--- config.mk ---
export PLATFORM = sky130hd
export DESIGN_NAME = fcc_top
export DESIGN_NICKNAME = d
export VERILOG_FILES = /design/src/include/fcc_pkg.sv /design/src/include/fcc_op_if.sv /design/src/rtl/fcc_seq.sv /design/src/rtl/fcc_top.sv
export SDC_FILE = /design/constraint.sdc
export NUM_CORES = 1
export LEC_CHECK = 0
export ABC_AREA = 1
export BUFFER_PORTS_ARGS = -buffer_cell sky130_fd_sc_hd__buf_2
export CORE_ASPECT_RATIO = 0.5
export CORE_MARGIN = 2
export CORE_UTILIZATION = 48
export CTS_CLUSTER_DIAMETER = 40
export CTS_CLUSTER_SIZE = 10
export DETAILED_ROUTE_END_ITERATION = 12
export PLACE_DENSITY = 0.76
export RECOVER_POWER = 100
export SYNTH_ARGS = -nofsm -noshare
export SYNTH_HDL_FRONTEND = slang
export SYNTH_SLANG_ARGS = --single-unit
--- constraint.sdc ---
create_clock -name aclk -period 1.6 [get_ports aclk]
set_input_delay 0.16 -clock aclk [delete_from_list [all_inputs] [get_ports aclk]]
set_output_delay 0.16 -clock aclk [all_outputs]
set_load 0.1 [all_outputs]
--- src/include/fcc_pkg.sv ---
// Package: register map, field positions and codes of the flash command control block
package fcc_pkg;
    // ------------------------------------------------------------------
    // Register offsets (byte addresses, low address byte)
    // ------------------------------------------------------------------
    localparam logic [7:0]  OFF_TARGET = 8'h00;
    localparam logic [7:0]  OFF_CTRL   = 8'h08;
    localparam logic [7:0]  OFF_FLAGS  = 8'h24;

    // ------------------------------------------------------------------
    // Reset values
    // ------------------------------------------------------------------
    localparam logic [31:0] TARGET_RST = 32'h1000_0000;

    // ------------------------------------------------------------------
    // Command control field positions
    // ------------------------------------------------------------------
    localparam int UNLOCK_LSB = 28;
    localparam int LVE_BIT    = 25;
    localparam int BUSY_BIT   = 24;
    localparam int KEY_LSB    = 8;
    localparam int WIDTH_BIT  = 4;
    localparam int PGE_BIT    = 2;
    localparam int ME_BIT     = 1;
    localparam int WR_BIT     = 0;

    // ------------------------------------------------------------------
    // Event flag field positions
    // ------------------------------------------------------------------
    localparam int FAIL_IE_BIT = 9;
    localparam int DONE_IE_BIT = 8;
    localparam int FAIL_BIT    = 1;
    localparam int DONE_BIT    = 0;

    // ------------------------------------------------------------------
    // Codes
    // ------------------------------------------------------------------
    localparam logic [3:0] UNLOCK_CODE = 4'h2;
    localparam logic [7:0] KEY_NONE    = 8'h00;
    localparam logic [7:0] KEY_PAGE    = 8'h55;
    localparam logic [7:0] KEY_MASS    = 8'hAA;
    localparam logic [1:0] RESP_OKAY   = 2'h0;
    localparam logic [1:0] RESP_DECERR = 2'h3;

    // Kind of array operation
    typedef enum logic [1:0] {FCC_OP_PROG, FCC_OP_PAGE, FCC_OP_MASS} fcc_op_t;
endpackage : fcc_pkg

--- src/include/fcc_op_if.sv ---
// Interface: operation launch and completion between register file and sequencer
interface fcc_op_if;
    import fcc_pkg::*;
    logic        start;
    fcc_op_t     op;
    logic [31:0] addr;
    logic        busy;
    logic        finish;
    modport ctl (output start, output op, output addr, input busy, input finish);
    modport seq (input start, input op, input addr, output busy, output finish);
endinterface : fcc_op_if

--- src/rtl/fcc_seq.sv ---
// Operation sequencer: issues one array command and tracks busy until the array is done
module fcc_seq
    import fcc_pkg::*;
(
    input  wire logic        aclk,
    input  wire logic        aresetn,
    fcc_op_if.seq            op_bus,
    input  wire logic        array_done,
    output fcc_op_t          array_op,
    output logic             array_cmd_valid,
    output logic [31:0]      array_addr
);
    typedef enum logic {SEQ_IDLE, SEQ_WAIT} fcc_seq_state_t;

    typedef struct packed {
        fcc_seq_state_t state;
        logic           busy;
        logic           cmd;
        fcc_op_t        op;
        logic [31:0]    addr;
    } fcc_seq_st_t;

    fcc_seq_st_t st_reg;
    fcc_seq_st_t st_next;
    logic        fin;

    // ------------------------------------------------------------------
    // Next state
    // ------------------------------------------------------------------
    always_comb
    begin
        st_next     = st_reg;
        st_next.cmd = 1'h0;
        fin         = 1'h0;
        unique case (st_reg.state)
            SEQ_IDLE:
            begin
                if (op_bus.start)
                begin
                    st_next.state = SEQ_WAIT;
                    st_next.busy  = 1'h1;
                    st_next.cmd   = 1'h1;
                    st_next.op    = op_bus.op;
                    st_next.addr  = op_bus.addr;
                end
            end
            SEQ_WAIT:
            begin
                // Done is ignored in the command cycle: the array cannot finish that fast
                if (array_done && !st_reg.cmd)
                begin
                    fin           = 1'h1;
                    st_next.busy  = 1'h0;
                    st_next.state = SEQ_IDLE;
                end
            end
        endcase
    end

    // Registered state, synchronous reset
    always_ff @(posedge aclk)
    begin
        if (!aresetn)
            st_reg <= '0;
        else
            st_reg <= st_next;
    end

    assign op_bus.busy     = st_reg.busy;
    assign op_bus.finish   = fin;
    assign array_cmd_valid = st_reg.cmd;
    assign array_op        = st_reg.op;
    assign array_addr      = st_reg.addr;

    // Busy rises at the edge that takes the start
    a_busy_on_start: assert property (@(posedge aclk) disable iff (!aresetn)
        op_bus.start |=> op_bus.busy && array_cmd_valid)
        else $error("busy not raised after start");
endmodule : fcc_seq

--- src/rtl/fcc_top.sv ---
// Flash command control: AXI4-Lite registers, start bits, busy and event flags
//
// Behaviour
// - While busy, software writes to all registers except the event flags are ignored.
// - The busy bit is read-only and clears as soon as the array is accessible again.
// - A read, program or erase attempted while busy is refused and sets access failure.
// - The erase key selects erasing: 0x00 none, 0x55 page erase, 0xAA mass erase.
// - Hardware returns the erase key to zero when the erase finishes.
// - Writing 1 to page erase starts it; it reads 1 until hardware clears it at the end.
// - Writing 1 to mass erase starts it; hardware clears it when the erase is done.
// - Setting the program bit programs the array at the target address.
// - The program bit reads 1 while a program is pending or running, else 0.
// - Software writing 0 to the program bit has no effect; only hardware clears it.
// - Access failure is set on a program or erase attempt while busy or locked.
// - The completion flag is set each time a program or erase finishes.
//
// Local design decision: the AXI4-Lite register port.
module fcc_top
    import fcc_pkg::*;
(
    input  wire logic        aclk,
    input  wire logic        aresetn,
    input  wire logic [31:0] awaddr,
    input  wire logic        awvalid,
    output logic             awready,
    input  wire logic [31:0] wdata,
    input  wire logic [3:0]  wstrb,
    input  wire logic        wvalid,
    output logic             wready,
    output logic [1:0]       bresp,
    output logic             bvalid,
    input  wire logic        bready,
    input  wire logic [31:0] araddr,
    input  wire logic        arvalid,
    output logic             arready,
    output logic [31:0]      rdata,
    output logic [1:0]       rresp,
    output logic             rvalid,
    input  wire logic        rready,
    input  wire logic        flash_read_req,
    input  wire logic        array_done,
    output fcc_op_t          array_op,
    output logic             array_cmd_valid,
    output logic [31:0]      array_addr,
    output logic             irq
);
    typedef struct packed {
        logic        awready;
        logic        wready;
        logic        bvalid;
        logic [1:0]  bresp;
        logic        aw_have;
        logic [7:0]  awaddr;
        logic        w_have;
        logic [31:0] wdata;
        logic [3:0]  wstrb;
        logic        arready;
        logic        rvalid;
        logic [1:0]  rresp;
        logic [31:0] rdata;
        logic [31:0] target;
        logic [3:0]  unlock;
        logic        lve;
        logic [7:0]  key;
        logic        width;
        logic        pge;
        logic        me;
        logic        wr;
        logic        access_failure_flag;
        logic        done;
        logic        fail_ie;
        logic        done_ie;
        logic        irq;
    } fcc_top_st_t;

    fcc_top_st_t st_reg;
    fcc_top_st_t st_next;
    fcc_op_if    op_bus ();
    logic        busy;
    logic        start;
    fcc_op_t     op;
    logic        wr_fire;
    logic        fail_set;
    logic [31:0] ctrl_rd;
    logic [31:0] flags_rd;
    logic [31:0] ctrl_new;

    // ------------------------------------------------------------------
    // Byte-lane merge
    // ------------------------------------------------------------------
    function automatic logic [31:0] merge(input logic [31:0] old, input logic [31:0] nw,
                                          input logic [3:0] strb);
        logic [31:0] r;
        r = old;
        for (int i = 0; i < 4; i++)
        begin
            if (strb[i])
                r[i*8 +: 8] = nw[i*8 +: 8];
        end
        return r;
    endfunction : merge

    // ------------------------------------------------------------------
    // Read views
    // ------------------------------------------------------------------
    assign busy = op_bus.busy;
    // Busy bit is a live view of the sequencer, never stored here
    assign ctrl_rd  = {st_reg.unlock, 2'h0, st_reg.lve, busy, 8'h00, st_reg.key,
                       3'h0, st_reg.width, 1'h0, st_reg.pge, st_reg.me, st_reg.wr};
    assign flags_rd = {22'h000000, st_reg.fail_ie, st_reg.done_ie, 6'h00,
                       st_reg.access_failure_flag, st_reg.done};
    assign ctrl_new = merge(ctrl_rd, st_reg.wdata, st_reg.wstrb);

    // ------------------------------------------------------------------
    // Next state: bus channels, register writes, hardware events
    // ------------------------------------------------------------------
    always_comb
    begin
        st_next = st_reg;
        start   = 1'h0;
        op      = FCC_OP_PROG;
        wr_fire = 1'h0;
        fail_set = 1'h0;
        // Address and data are taken independently, in either order
        if (awvalid && st_reg.awready)
        begin
            st_next.aw_have = 1'h1;
            st_next.awaddr  = awaddr[7:0];
        end
        if (wvalid && st_reg.wready)
        begin
            st_next.w_have = 1'h1;
            st_next.wdata  = wdata;
            st_next.wstrb  = wstrb;
        end
        if (st_reg.bvalid && bready)
            st_next.bvalid = 1'h0;
        // Write is performed once both halves are held
        if (st_reg.aw_have && st_reg.w_have && !st_reg.bvalid)
        begin
            wr_fire         = 1'h1;
            st_next.aw_have = 1'h0;
            st_next.w_have  = 1'h0;
            st_next.bvalid  = 1'h1;
            st_next.bresp   = RESP_OKAY;
            case (st_reg.awaddr)
                OFF_TARGET:
                begin
                    if (!busy)
                        st_next.target = merge(st_reg.target, st_reg.wdata, st_reg.wstrb);
                end
                OFF_CTRL:
                begin
                    if (busy)
                    begin
                        // Start attempt during an operation is refused
                        if (st_reg.wstrb[0] && (st_reg.wdata[PGE_BIT] || st_reg.wdata[ME_BIT]
                            || st_reg.wdata[WR_BIT]))
                            fail_set = 1'h1;
                    end
                    else
                    begin
                        st_next.unlock = ctrl_new[UNLOCK_LSB +: 4];
                        st_next.lve    = ctrl_new[LVE_BIT];
                        st_next.key    = ctrl_new[KEY_LSB +: 8];
                        st_next.width  = ctrl_new[WIDTH_BIT];
                        // Start bits only set here; a written 0 never clears them
                        if (st_reg.wstrb[0] && (st_reg.wdata[PGE_BIT] || st_reg.wdata[ME_BIT]
                            || st_reg.wdata[WR_BIT]))
                        begin
                            if (ctrl_new[UNLOCK_LSB +: 4] != UNLOCK_CODE)
                                fail_set = 1'h1;
                            else if (st_reg.wdata[ME_BIT])
                            begin
                                // Key decides; a mismatched key counts as refused
                                if (ctrl_new[KEY_LSB +: 8] == KEY_MASS)
                                begin
                                    start      = 1'h1;
                                    op         = FCC_OP_MASS;
                                    st_next.me = 1'h1;
                                end
                                else
                                    fail_set = 1'h1;
                            end
                            else if (st_reg.wdata[PGE_BIT])
                            begin
                                if (ctrl_new[KEY_LSB +: 8] == KEY_PAGE)
                                begin
                                    start       = 1'h1;
                                    op          = FCC_OP_PAGE;
                                    st_next.pge = 1'h1;
                                end
                                else
                                    fail_set = 1'h1;
                            end
                            else
                            begin
                                start      = 1'h1;
                                op         = FCC_OP_PROG;
                                st_next.wr = 1'h1;
                            end
                        end
                    end
                end
                OFF_FLAGS:
                begin
                    // Flags and enables stay writable while busy
                    if (st_reg.wstrb[0] && st_reg.wdata[FAIL_BIT])
                        st_next.access_failure_flag = 1'h0;
                    if (st_reg.wstrb[0] && st_reg.wdata[DONE_BIT])
                        st_next.done = 1'h0;
                    if (st_reg.wstrb[1])
                    begin
                        st_next.fail_ie = st_reg.wdata[FAIL_IE_BIT];
                        st_next.done_ie = st_reg.wdata[DONE_IE_BIT];
                    end
                end
                default:
                    st_next.bresp = RESP_DECERR;
            endcase
        end
        // Flash read attempt during an operation
        if (flash_read_req && busy)
            fail_set = 1'h1;
        // Hardware events come last so a set beats a same-cycle clear
        if (fail_set)
            st_next.access_failure_flag = 1'h1;
        if (op_bus.finish)
        begin
            st_next.done = 1'h1;
            st_next.wr   = 1'h0;
            st_next.pge  = 1'h0;
            st_next.me   = 1'h0;
            if (st_reg.pge || st_reg.me)
                st_next.key = KEY_NONE;
        end
        // Read channel: one read in flight, answered the cycle after it is taken
        if (arvalid && st_reg.arready)
        begin
            st_next.rvalid = 1'h1;
            st_next.rresp  = RESP_OKAY;
            case (araddr[7:0])
                OFF_TARGET: st_next.rdata = st_reg.target;
                OFF_CTRL:   st_next.rdata = ctrl_rd;
                OFF_FLAGS:  st_next.rdata = flags_rd;
                default:
                begin
                    st_next.rdata = 32'h0000_0000;
                    st_next.rresp = RESP_DECERR;
                end
            endcase
        end
        if (st_reg.rvalid && rready)
            st_next.rvalid = 1'h0;
        // Ready terms come from the settled holding state
        st_next.arready = !st_next.rvalid && !(arvalid && st_reg.arready);
        st_next.awready = !st_next.aw_have && !st_next.bvalid;
        st_next.wready  = !st_next.w_have && !st_next.bvalid;
        st_next.irq     = (st_next.access_failure_flag && st_next.fail_ie)
                          || (st_next.done && st_next.done_ie);
    end

    // Registered state, synchronous reset
    always_ff @(posedge aclk)
    begin
        if (!aresetn)
        begin
            st_reg        <= '0;
            st_reg.target <= TARGET_RST;
        end
        else
            st_reg <= st_next;
    end

    // ------------------------------------------------------------------
    // Sequencer and outputs
    // ------------------------------------------------------------------
    assign op_bus.start = start;
    assign op_bus.op    = op;
    assign op_bus.addr  = st_reg.target;

    fcc_seq u_seq (
        .aclk            (aclk),
        .aresetn         (aresetn),
        .op_bus          (op_bus),
        .array_done      (array_done),
        .array_op        (array_op),
        .array_cmd_valid (array_cmd_valid),
        .array_addr      (array_addr)
    );

    assign awready = st_reg.awready;
    assign wready  = st_reg.wready;
    assign bvalid  = st_reg.bvalid;
    assign bresp   = st_reg.bresp;
    assign arready = st_reg.arready;
    assign rvalid  = st_reg.rvalid;
    assign rresp   = st_reg.rresp;
    assign rdata   = st_reg.rdata;
    assign irq     = st_reg.irq;

    // ------------------------------------------------------------------
    // Checks
    // ------------------------------------------------------------------
    a_busy_write_ignored: assert property (@(posedge aclk) disable iff (!aresetn)
        wr_fire && busy && !op_bus.finish && st_reg.awaddr != OFF_FLAGS |=> $stable(st_reg.target)
        && $stable(st_reg.key) && $stable(st_reg.unlock))
        else $error("register changed by a write while busy");
    a_busy_clears_done: assert property (@(posedge aclk) disable iff (!aresetn)
        op_bus.finish |=> !busy && !ctrl_rd[BUSY_BIT])
        else $error("busy still set after completion");
    a_read_busy_fail: assert property (@(posedge aclk) disable iff (!aresetn)
        flash_read_req && busy |=> st_reg.access_failure_flag)
        else $error("read while busy did not flag failure");
    a_erase_key_match: assert property (@(posedge aclk) disable iff (!aresetn)
        start && op != FCC_OP_PROG |=> (op_bus.busy && (st_reg.key == KEY_PAGE
        || st_reg.key == KEY_MASS)))
        else $error("erase started without a valid key");
    a_key_cleared: assert property (@(posedge aclk) disable iff (!aresetn)
        op_bus.finish && (st_reg.pge || st_reg.me) |=> st_reg.key == KEY_NONE)
        else $error("erase key not cleared");
    a_page_bit_busy: assert property (@(posedge aclk) disable iff (!aresetn)
        st_reg.pge |-> busy)
        else $error("page erase bit set while idle");
    a_mass_bit_clear: assert property (@(posedge aclk) disable iff (!aresetn)
        op_bus.finish && st_reg.me |=> !st_reg.me && st_reg.done)
        else $error("mass erase bit not cleared");
    a_prog_target: assert property (@(posedge aclk) disable iff (!aresetn)
        start && op == FCC_OP_PROG |=> array_cmd_valid && array_op == FCC_OP_PROG
        && array_addr == $past(st_reg.target))
        else $error("program not issued at target address");
    a_prog_bit_busy: assert property (@(posedge aclk) disable iff (!aresetn)
        st_reg.wr |-> busy && array_op == FCC_OP_PROG)
        else $error("program bit disagrees with sequencer");
    a_prog_no_sw_clear: assert property (@(posedge aclk) disable iff (!aresetn)
        st_reg.wr && !op_bus.finish |=> st_reg.wr)
        else $error("program bit cleared without completion");
    a_locked_fail: assert property (@(posedge aclk) disable iff (!aresetn)
        wr_fire && !busy && st_reg.awaddr == OFF_CTRL && st_reg.wstrb[0]
        && st_reg.wdata[WR_BIT] && ctrl_new[UNLOCK_LSB +: 4] != UNLOCK_CODE
        |=> st_reg.access_failure_flag && !busy)
        else $error("locked start not flagged");
    a_done_flag_set: assert property (@(posedge aclk) disable iff (!aresetn)
        op_bus.finish |=> st_reg.done)
        else $error("completion flag not set");
endmodule : fcc_top

==> metrics, run 1 <==
worst r2r src st_reg[91]; unrepaired setup endpoints after global routing true; Syn. warnings 0; Lkg Pwr ~4.7 nW; final setup fails 57; TritonCTS buffer count 17; max reg flops 46; Final Hold Viols 2; Async SR Flop Fraction 0%; critical path depth 13; Max Root-Sink Buffers 2; chip width between 150 and 200 um; critical path's largest stage delay about 0.4 ns; Synth Area in Simple Gates around 24%; CTS tree done; Post-synth EDFFs 0; Avg Vias per Cell approximately 5.1; die height about 93 um; Final period util 118%; top cells by area, synth dfxtp_1 46%, nand2_1 13%, o21ai_0 7.3%, buf_4 7.1%, nor2_1 6.8%; slowest CP cell dfxtp_4; worst reg-to-reg setup slack -0.28 ns; Main synth FF type dfxtp_1; post-synthesis sequential area ratio 46.2%; DR iter-0 viols 606; final core utilization ~65%; final worst slack -0.283 ns; crit path from st_reg[91]; critical path capture point type flip-flop; P&R area growth vs syn 32.5%; root buffer cell clkbuf_16; Port-buffer cells ~140; vias around 7400; Post-Synthesis Mean Instance Area around 7.2 sq um; GRT Total Usage 24.7%; initial antenna violation count 0; Syn Inst Count 1061; Synth Area in XOR/XNOR 0%; Reg2Reg Capture Point u_seq.array_addr[14]; Avg WL per Cell about 15 um; htree depth 4; post-synthesis cell type count 30; antenna cells 0; Power Dens Cells between 900 and 1000 mW/mm^2; insertion delay to the later sink of the worst-skew pair 0.43 ns; Post-Layout Inst Area 0.0101 sq mm; post-synthesis compound-gate area fraction 13.7%; DP Area ~0.0086 sq mm; Adder-Cell Fraction of Synth Area 0%; Core Area 0.0155 sq mm; status complete, but fails checks; cell family with most CP delay simple AND/OR/NAND/NOR gates; largest family of logic cells by synthesized area simple AND/OR/NAND/NOR gates; VDD IR-drop max just under 800 uV; failing checks negative hold slack, negative setup slack; vias in the first global route about 6700; hold slack -0.00166 ns; Synthesized Nets approximately 1200; # IOs 186; Die Footprint about 0.017 sq mm; final wirelength 22000 um; clock sink total ~180; top-count cell post-synth nand2_1; synth cell count leaders 256 x nand2_1, 176 x dfxtp_1, 139 x nor2_1; Starting Density 49.3%; Worst-path clk slew 0.08 ns; Layout Nets 1330; crit path to u_seq.array_addr[14]; remaining global-route overflow 0; Final min period 1.88 ns; Synth top area share 46.2%; WP data arrival between 2 and 2.5 ns; Detailed Routing Iterations Pass 1 5; largest net degree at the start of global routing 90; GP Congestion 0.898; Reg2Reg Depth 13; Critical Path Fanout Max 8; DRC 0; worst slew pin tran around 0.7 ns; worst hold path type input pin to flip-flop; Filler Cell Count ~1200; critical path buffer and inverter count 3; TNS Setup -11.53 ns; Slew Limit Fails 0; DP HPWL between 10000 and 15000 um; layout cells sized above 1 around 33%; Critical Path Start Type flip-flop; post-synth top area cell dfxtp_1; Post-Syn Area around 0.0076 sq mm; Antenna Nets Post-Route 0; first-pass GRT wire length ~33000 um; worst rel slew slack 53.6%; multiplexer share of the synthesized area less than 1%; Fmax ~530 MHz; cells along the critical path clkbuf_16, nand2_1, nand2_2, nand2_1, nor2_2, nand2_2, nand2_4, nand4_4, buf_12, buf_12, nand2_2, nand2_1, nor2_1; Rows 32; critical setup path kind flip-flop to flip-flop; Crit path required time about 2.0 ns; clk_skew ~0.013 ns; synthesized flop and latch total around 180; Max Cap Viol 0
==> worst min-delay path by stage <==
stage | endpoint | from | cells after the start | slack, ns
global route | st_reg[131] | awaddr[4] | 3 | 0.003
finish | st_reg[131] | awaddr[4] | 3 | -0.002
CTS | st_reg[112] | wdata[18] | 3 | 0.002
global placement | wready | st_reg[126] | 1 | 0.40
detailed placement | wready | st_reg[126] | 1 | 0.41
floorplan | st_reg[100] | wdata[6] | 2 | 0.33
==> layout make-up <==
cell class / instances / area, sq um / area share [%]
clock buffers: 17 / 425 / 4.21
clock inverters: 15 / 189 / 1.87
inverters: 120 / 465 / 4.60
multi-input cells: 648 / 3280 / 32.4
flip-flops and latches: 176 / 3540 / 35.0
well taps: 204 / 255 / 2.52
repair buffers: 255 / 1930 / 19.1
repair inverters: 3 / 35.0 / 0.346
==> layer usage <==
metal	share of wire (%)	track usage (%)	up-vias	wire, um
met5	0	0	-	0
met4	1.8	6.45	0	396
met3	7.1	5.30	34	1570
met2	47	41.3	260	10300
met1	44	32.7	3458	9790
li1	-	-	3601	-
==> cells in the final DEF (no fill, tap or decap), types with 4 or more instances in the layout <==
cell type / Yosys / layout
nand2_1: 256 / 199
dfxtp_1: 176 / 170
nor2_1: 139 / 121
buf_2: 7 / 112
inv_1: 115 / 111
o21ai_0: 112 / 105
buf_4: 72 / 73
a21oi_1: 71 / 60
nand2_2: 1 / 48
nor2_2: 12 / 25
clkbuf_2: 0 / 24
clkbuf_16: 0 / 23
buf_6: 6 / 14
a21oi_2: 0 / 11
nand2_4: 0 / 10
dlygate4sd3_1: 0 / 10
nand3_1: 14 / 9
nand4_1: 8 / 8
buf_12: 0 / 8
inv_2: 4 / 7
o21ai_1: 2 / 7
o22ai_1: 7 / 7
nor2_4: 1 / 6
o211ai_1: 5 / 5
clkinv_8: 0 / 5
nand3_2: 3 / 4
nor3_4: 2 / 4
nor3_1: 4 / 4
nand3_4: 0 / 4
inv_8: 0 / 4
dfxtp_2: 0 / 4
==> kinds of logic (layout without fill, tap and decap cells) <==
family,count (synthesis),count (layout)
mux,1,1
flops,176,176
buf+inv,237,410
compound gates,202,202
simple gates,445,445
==> what timing repair did <==
item | in CTS | in global routing
gates resized for setup | 45 | 123
setup endpoints to repair | 76 | 86
pin swaps | 7 | 49
setup buffers | 7 | 10
hold buffers | 10 | 0
gates cloned | 5 | 8
hold endpoints to repair | 10 | 0
==> worst reg2reg max path, cell delays in order (launching register included) <==
cell and delay [ns]:
dfxtp_4 0.41, clkbuf_16 0.16, nand2_1 0.09, nand2_2 0.11, nand2_1 0.07, nor2_2 0.15, nand2_2 0.08, nand2_4 0.09
nand4_4 0.11, buf_12 0.19, buf_12 0.14, nand2_2 0.04, nand2_1 0.05, nor2_1 0.14
==> through the flow <==
step           cells  hold WS, ns  power (mW)  setup slack [ns]
2_1_floorplan   1061        0.327        5.16           -0.0206
3_3_place_gp    1370        0.405        5.49            -0.207
3_5_place_dp    1370        0.415        5.51            -0.241
4_1_cts         1424      0.00182        9.74            -0.234
5_1_grt         1438      0.00298        10.2            -0.374
6_report        1438     -0.00166        9.83            -0.283
==> where the power goes <==
| group | internal (mW) | leakage [nW] | total [mW] | switching [mW] |
|---|---|---|---|---|
| Clock | 2.25 | 0.295 | 4.25 | 2.00 |
| Combinational | 0.400 | 2.94 | 1.03 | 0.627 |
| Sequential | 4.48 | 1.43 | 4.56 | 0.0718 |
Note: power is estimated with default switching activity, not from simulation.
==> run 2, diff against run 1 <==
--- a/config.mk
+++ b/config.mk
@@ -10,9 +10,11 @@
 export CORE_ASPECT_RATIO = 0.5
 export CORE_MARGIN = 2
 export CORE_UTILIZATION = 48
+export CTS_BUF_LIST = sky130_fd_sc_hd__clkbuf_16
 export CTS_CLUSTER_DIAMETER = 40
 export CTS_CLUSTER_SIZE = 10
 export DETAILED_ROUTE_END_ITERATION = 12
+export MAX_ROUTING_LAYER = met4
 export PLACE_DENSITY = 0.76
 export RECOVER_POWER = 100
 export SYNTH_ARGS = -nofsm -noshare
==> run 2 against run 1 <==
Compared with the run above:
- the run ends with negative setup slack left
- non-clock buffer count increased by 9
- sequential share of layout area decreased by 0.19 points
- sequential cell count unchanged
- combinational power increased by 6%
- utilization increased by 0.40 points
- register-to-register slack improved by 0.02 ns
- via count decreased by 1.4%
- critical path depth increased by 1
- final area increased by 0.62%
- sequential power about the same
- clock-buffer cell count unchanged
- final cell count increased by 0.70%
- critical endpoint is now u_seq.array_addr[25]
- largest cell class unchanged
==> metrics, run 2 (synthesis results as in run 1) <==
status complete, but fails checks; failing checks negative setup slack; worst slew pin tran between 0.7 and 0.8 ns; Worst Hold Depth 4; commonest cells after routing, fill and taps aside 213 x nand2_1, 168 x dfxtp_1, 121 x nor2_1; worst reg-to-reg setup slack -0.26 ns; critical path buffer and inverter count 4; critical path capture point type flip-flop; VDD IR-drop max approximately 870 uV; register area around 0.0035 sq mm; CTS tree done; final core utilization 65.7%; clk_skew 0.0111 ns; Antenna Nets Post-Route 0; hold slack 0.00407 ns; antenna cells 0; final worst slack -0.260 ns; # IOs around 190; final wirelength 22300 um; unrepaired setup endpoints after global routing true; Max Root-Sink Buffers 2; Finished Layout Cells about 1400; worst rel slew slack 51.2%; first-pass GRT wire length ~32000 um; Power Dens Cells 969 mW/mm^2; GP Congestion 0.931; layout cells sized above 1 approximately a third; TritonCTS buffer count 17; cell family with most CP delay simple AND/OR/NAND/NOR gates; Most common cell on crit path nand2_1; Critical Path Start Type flip-flop; worst hold path type input pin to flip-flop; Port-buffer cells between 100 and 150; vias 7248; worst r2r src st_reg[91]; HP Start rready; Hold EP rvalid; Fmax 538 MHz; Crit path required time approximately 1.9 ns; Avg Vias per Cell 5.01; Slew Limit Fails 0; Final min period around 1.9 ns; DP Cell Count 1366; Starting Density around half; DRC 0; GRT Total Usage 24.8%; Worst-path clk slew about 0.080 ns; Max Cap Viol 0; Avg WL per Cell about 15 um; TNS Setup -11.83 ns; Final period util 116%; Lkg Pwr 4.68 nW; cells along the critical path clkbuf_16, clkinv_8, nand2_2, nand2_1, nand2_1, nor2_2, nand2_1, nand3_2, nand4_4, buf_12, buf_12, nand2_1, nand2_1, nor2_1; Core Area about 0.015 sq mm; remaining global-route overflow 0; slowest CP cell dfxtp_4; Detailed Routing Iterations Pass 1 5; area of the multi-input gates between 0.003 and 0.004 sq mm; DR iter-0 viols 622; die height 93.2 um; final setup fails a little over 80; root buffer cell clkbuf_16; DP HPWL approximately 14000 um; max reg flops 46; Reg2Reg Depth 14; critical path's largest stage delay ~0.39 ns; initial antenna violation count 0; critical setup path kind flip-flop to flip-flop; most common cell after layout, fill and taps aside nand2_1; Critical Path Fanout Max 15; Filler Cell Count around 1200; Die Footprint roughly 0.017 sq mm; largest net degree at the start of global routing 54; Rows 32; Layout Nets between 1000 and 1500; insertion delay to the later sink of the worst-skew pair 0.44 ns; WP data arrival 2.19 ns; htree depth 4; P&R area growth vs syn 33.3%; chip width roughly 180 um; vias in the first global route approximately 6500; Reg2Reg Capture Point u_seq.array_addr[25]; clock sink total between 150 and 200; Final Hold Viols 0
[run 2: where the power goes]
group / internal [mW] / switching [mW]
combinational: 0.429 / 0.661
clock: 2.13 / 2.07
sequential: 4.49 / 0.0782
total: 7.05 / 2.81
[run 2: final cells by class]
type,instances,area share (%)
Timing Repair inverter,4,0.480
Multi-Input combinational cell,648,32.4
Tap cell,204,2.51
Clock inverter,15,1.76
Clock buffer,17,4.18
Timing Repair Buffer,264,19.2
Sequential cell,176,34.8
Inverter,120,4.61
[run 2: what timing repair did]
| item | 4_1_cts | 5_1_grt |
|---|---|---|
| hold endpoints to repair | 18 | 0 |
| resized for setup | 41 | 156 |
| hold buffers | 18 | 0 |
| endpoints found under the setup margin | 78 | 88 |
| setup buffers | 1 | 21 |
| pin swaps | 1 | 21 |
| gates cloned | 2 | 8 |
[run 2: worst min-delay path, stage by stage]
cell and delay [ns]:
buf_2 0.08, nand2_1 0.04, o21ai_0 0.09, nor2_1 0.04
[run 2: worst max-delay path by stage]
stage | from | endpoint | slack [ns] | cells after the start
floorplan | st_reg[133] | u_seq.array_addr[11] | -0.02 | 10
global placement | st_reg[91] | u_seq.array_addr[30] | -0.20 | 12
detailed placement | st_reg[91] | u_seq.array_addr[1] | -0.21 | 12
CTS | st_reg[91] | u_seq.array_addr[22] | -0.15 | 14
global route | st_reg[91] | u_seq.array_addr[8] | -0.37 | 14
finish | st_reg[91] | u_seq.array_addr[25] | -0.26 | 14
[run 2: stage by stage]
step | worst slack, ns | power, mW | cell area (sq um)
CTS | -0.145 | 9.69 | 9500
floorplan | -0.0206 | 5.16 | 7660
detailed placement | -0.206 | 5.51 | 8530
global route | -0.367 | 10.2 | 10200
finish | -0.260 | 9.86 | 10200
global placement | -0.203 | 5.50 | 8530
[run 2: layer usage]
layer	wire [um]	up-vias	GRT usage, %
met1	10400	3382	32.4
met5	0	-	-
met3	1290	27	5.18
li1	-	3618	-
met2	10200	221	39.6
met4	372	0	6.25
==> run 3, diff against run 2 <==
--- a/config.mk
+++ b/config.mk
@@ -7,16 +7,19 @@
 export LEC_CHECK = 0
 export ABC_AREA = 1
 export BUFFER_PORTS_ARGS = -buffer_cell sky130_fd_sc_hd__buf_2
+export CELL_PAD_IN_SITES_DETAIL_PLACEMENT = 0
+export CELL_PAD_IN_SITES_GLOBAL_PLACEMENT = 1
 export CORE_ASPECT_RATIO = 0.5
 export CORE_MARGIN = 2
-export CORE_UTILIZATION = 48
+export CORE_UTILIZATION = 34
 export CTS_BUF_LIST = sky130_fd_sc_hd__clkbuf_16
 export CTS_CLUSTER_DIAMETER = 40
 export CTS_CLUSTER_SIZE = 10
 export DETAILED_ROUTE_END_ITERATION = 12
 export MAX_ROUTING_LAYER = met4
-export PLACE_DENSITY = 0.76
+export PLACE_DENSITY_LB_ADDON = 0.1
 export RECOVER_POWER = 100
 export SYNTH_ARGS = -nofsm -noshare
 export SYNTH_HDL_FRONTEND = slang
+export SYNTH_HIERARCHICAL = 1
 export SYNTH_SLANG_ARGS = --single-unit
==> run 3 against run 2 <==
Compared with the run above:
- sequential cell count unchanged
- power rose by 5.2%
- utilization fell by 19 points
- sequential power barely moved
- final area increased by 0.61%
- wire length grew 5.5%
- die area increased by 39%
- clock-buffer cell count did not move
- worst setup slack got worse by 0.21 ns
- register-to-register slack got worse by 0.21 ns
- sequential share of layout area decreased by 0.19 points
- global-route usage down 3.9 points
- the flow still finishes with violations (negative setup slack)
==> metrics, run 3 <==
DR iter-0 viols about 370; Reg2Reg Depth 15; critical path capture point type flip-flop; Layout Nets 1313; TritonCTS buffer count 17; Post-Synthesis Mean Instance Area around 7.5 sq um; TNS Setup -18.14 ns; Worst-path clk slew 0.07 ns; Lkg Pwr approximately 4.4 nW; Hold EP st_reg[121]; Slew Limit Fails 0; Port-buffer cells 137; DRC 0; antenna cells 0; Core Area approximately 0.022 sq mm; Critical Path Start Type flip-flop; Finished Layout Cells about 1500; WP data arrival about 2.5 ns; Syn Inst Count between 1000 and 1500; worst rel slew slack about 54%; Final min period between 2 and 2.5 ns; max reg flops 46; VDD IR-drop max between 500 and 600 uV; worst reg-to-reg setup slack -0.47 ns; initial antenna violation count 0; status complete, but fails checks; Final period util 130%; Async SR Flop Fraction 0%; post-synthesis sequential area ratio a little under half; largest net degree at the start of global routing 54; critical setup path kind flip-flop to flip-flop; Rows 38; worst r2r src st_reg[91]; Fmax just under 500 MHz; Reg2Reg Capture Point u_seq/array_addr[10]; clock sink total between 150 and 200; commonest cells after routing, fill and taps aside 168 x dfxtp_1, 155 x nor2_1, 130 x nand2_1; CTS tree done; synth cell count leaders 176 x dfxtp_1, 167 x nor2_1, 147 x nand2_1; vias approximately 6900; synthesized flop and latch total 176; DP Cell Count ~1400; worst slew pin tran 0.695 ns; worst hold path type input pin to flip-flop; Die Footprint about 0.024 sq mm; post-synth top area cell dfxtp_1; Worst Hold Depth 3; Avg Vias per Cell 4.56; Starting Density 34.9%; final setup fails 78; remaining global-route overflow 0; Antenna Nets Post-Route 0; failing checks negative setup slack; layout cells sized above 1 31.1%; Critical Path Fanout Max 8; root buffer cell clkbuf_16; Main synth FF type dfxtp_1; HP Start wdata[27]; Synthesized Nets between 1000 and 1500; DP HPWL roughly 17000 um; final worst slack -0.474 ns; Max Cap Viol 0; unrepaired setup endpoints after global routing true; chip width 215 um; Synth top area share 46.4%; P&R area growth vs syn 34.8%; Crit path required time 1.98 ns; vias in the first global route roughly 6500; # IOs roughly 190; Max Root-Sink Buffers 2; final wirelength between 20000 and 25000 um; Power Dens Cells around 1000 mW/mm^2; Post-Syn Area 0.00759 sq mm; post-synthesis cell type count 37; GRT Total Usage between 20% and 30%; clk_skew around 0.0085 ns; Detailed Routing Iterations Pass 1 5; hold slack ~0.013 ns; most common cell after layout, fill and taps aside dfxtp_1; Post-synth EDFFs 0; top-count cell post-synth dfxtp_1; insertion delay to the later sink of the worst-skew pair around 0.44 ns; GP Congestion 0.857; Final Hold Viols 0; Avg WL per Cell ~15 um; die height about 110 um; htree depth 4; Syn. warnings 6; first-pass GRT wire length 36000 um; top cells by area, synth dfxtp_1 46%, nor2_1 8.3%, o21ai_0 7.5%, nand2_1 7.3%, buf_4 7.1%
-- run 3: area by class of cell --
type / count / area, sq um
Clock buffer: 17 / 425
Sequential cell: 176 / 3540
Timing Repair Buffer: 289 / 2100
Clock inverter: 15 / 234
Multi-Input combinational cell: 606 / 3120
Inverter: 113 / 439
Fill cell: 2263 / 11500
Tap cell: 300 / 375
Timing Repair inverter: 1 / 5.00
-- run 3: timing repair --
item | CTS | global route
hold buffers | 34 | 0
pin swaps | 13 | 18
hold endpoints to repair | 34 | 0
cloned | 5 | 3
buffers inserted | 8 | 7
gates resized for setup | 94 | 51
setup endpoints to repair | 77 | 88
-- run 3: metal layers --
layer / up-vias / part of all wire, % / track usage (%)
li1: 3590 / - / -
met1: 3207 / 54 / 30.0
met2: 103 / 42 / 29.2
met3: 24 / 3.0 / 4.29
met4: 0 / 1.5 / 5.86
met5: - / 0 / -
-- run 3: worst max-delay path, cell delays in order, from the launching register on --
cell and delay [ns]:
dfxtp_4 0.42, buf_8 0.15, nand2_1 0.07, nand2_2 0.07
nand2_1 0.05, nor2_1 0.09, nand2_1 0.11, nand2_1 0.10
nand3_2 0.09, nor2_2 0.10, buf_6 0.15, inv_4 0.04
nor2_4 0.22, buf_6 0.19, nor2_1 0.05, nor2_1 0.09
-- run 3: worst max path at each step --
| stage | startpoint | end | slack (ns) |
|---|---|---|---|
| after detailed placement | st_reg[91] | u_seq/array_addr[13] | -0.48 |
| after CTS | st_reg[91] | u_seq/array_op[1] | -0.36 |
| after global placement | st_reg[91] | u_seq/array_addr[13] | -0.43 |
| after global routing | st_reg[91] | u_seq/array_addr[22] | -0.63 |
| final | st_reg[91] | u_seq/array_addr[10] | -0.47 |
| after floorplan | st_reg[91] | u_seq/op_bus.busy | -0.18 |
-- run 3: metrics by stage --
step | power, mW | worst slack, ns | util [%] | instance area [sq um]
2_1_floorplan | 5.18 | -0.184 | - | 7620
6_report | 10.4 | -0.474 | 47.0 | 10200
5_1_grt | 10.8 | -0.632 | 47.0 | 10200
3_3_place_gp | 5.53 | -0.434 | 40.0 | 8700
4_1_cts | 10.4 | -0.365 | 46.5 | 10100
3_5_place_dp | 5.54 | -0.479 | 40.0 | 8700
-- run 3: cell families (layout without fill, tap and decap cells) --
family          after synthesis  in the layout  share of synthesized area [%]
compound gates              217            217                           15.9
buf+inv                     228            435                           15.8
simple gates                389            389                           21.8
flops                       176            176                           46.4
-- run 3: report_power, final --
part / internal (mW) / switching (mW)
Clock: 2.80 / 1.92
Sequential: 4.49 / 0.0775
Combinational: 0.464 / 0.617
Total: 7.75 / 2.62
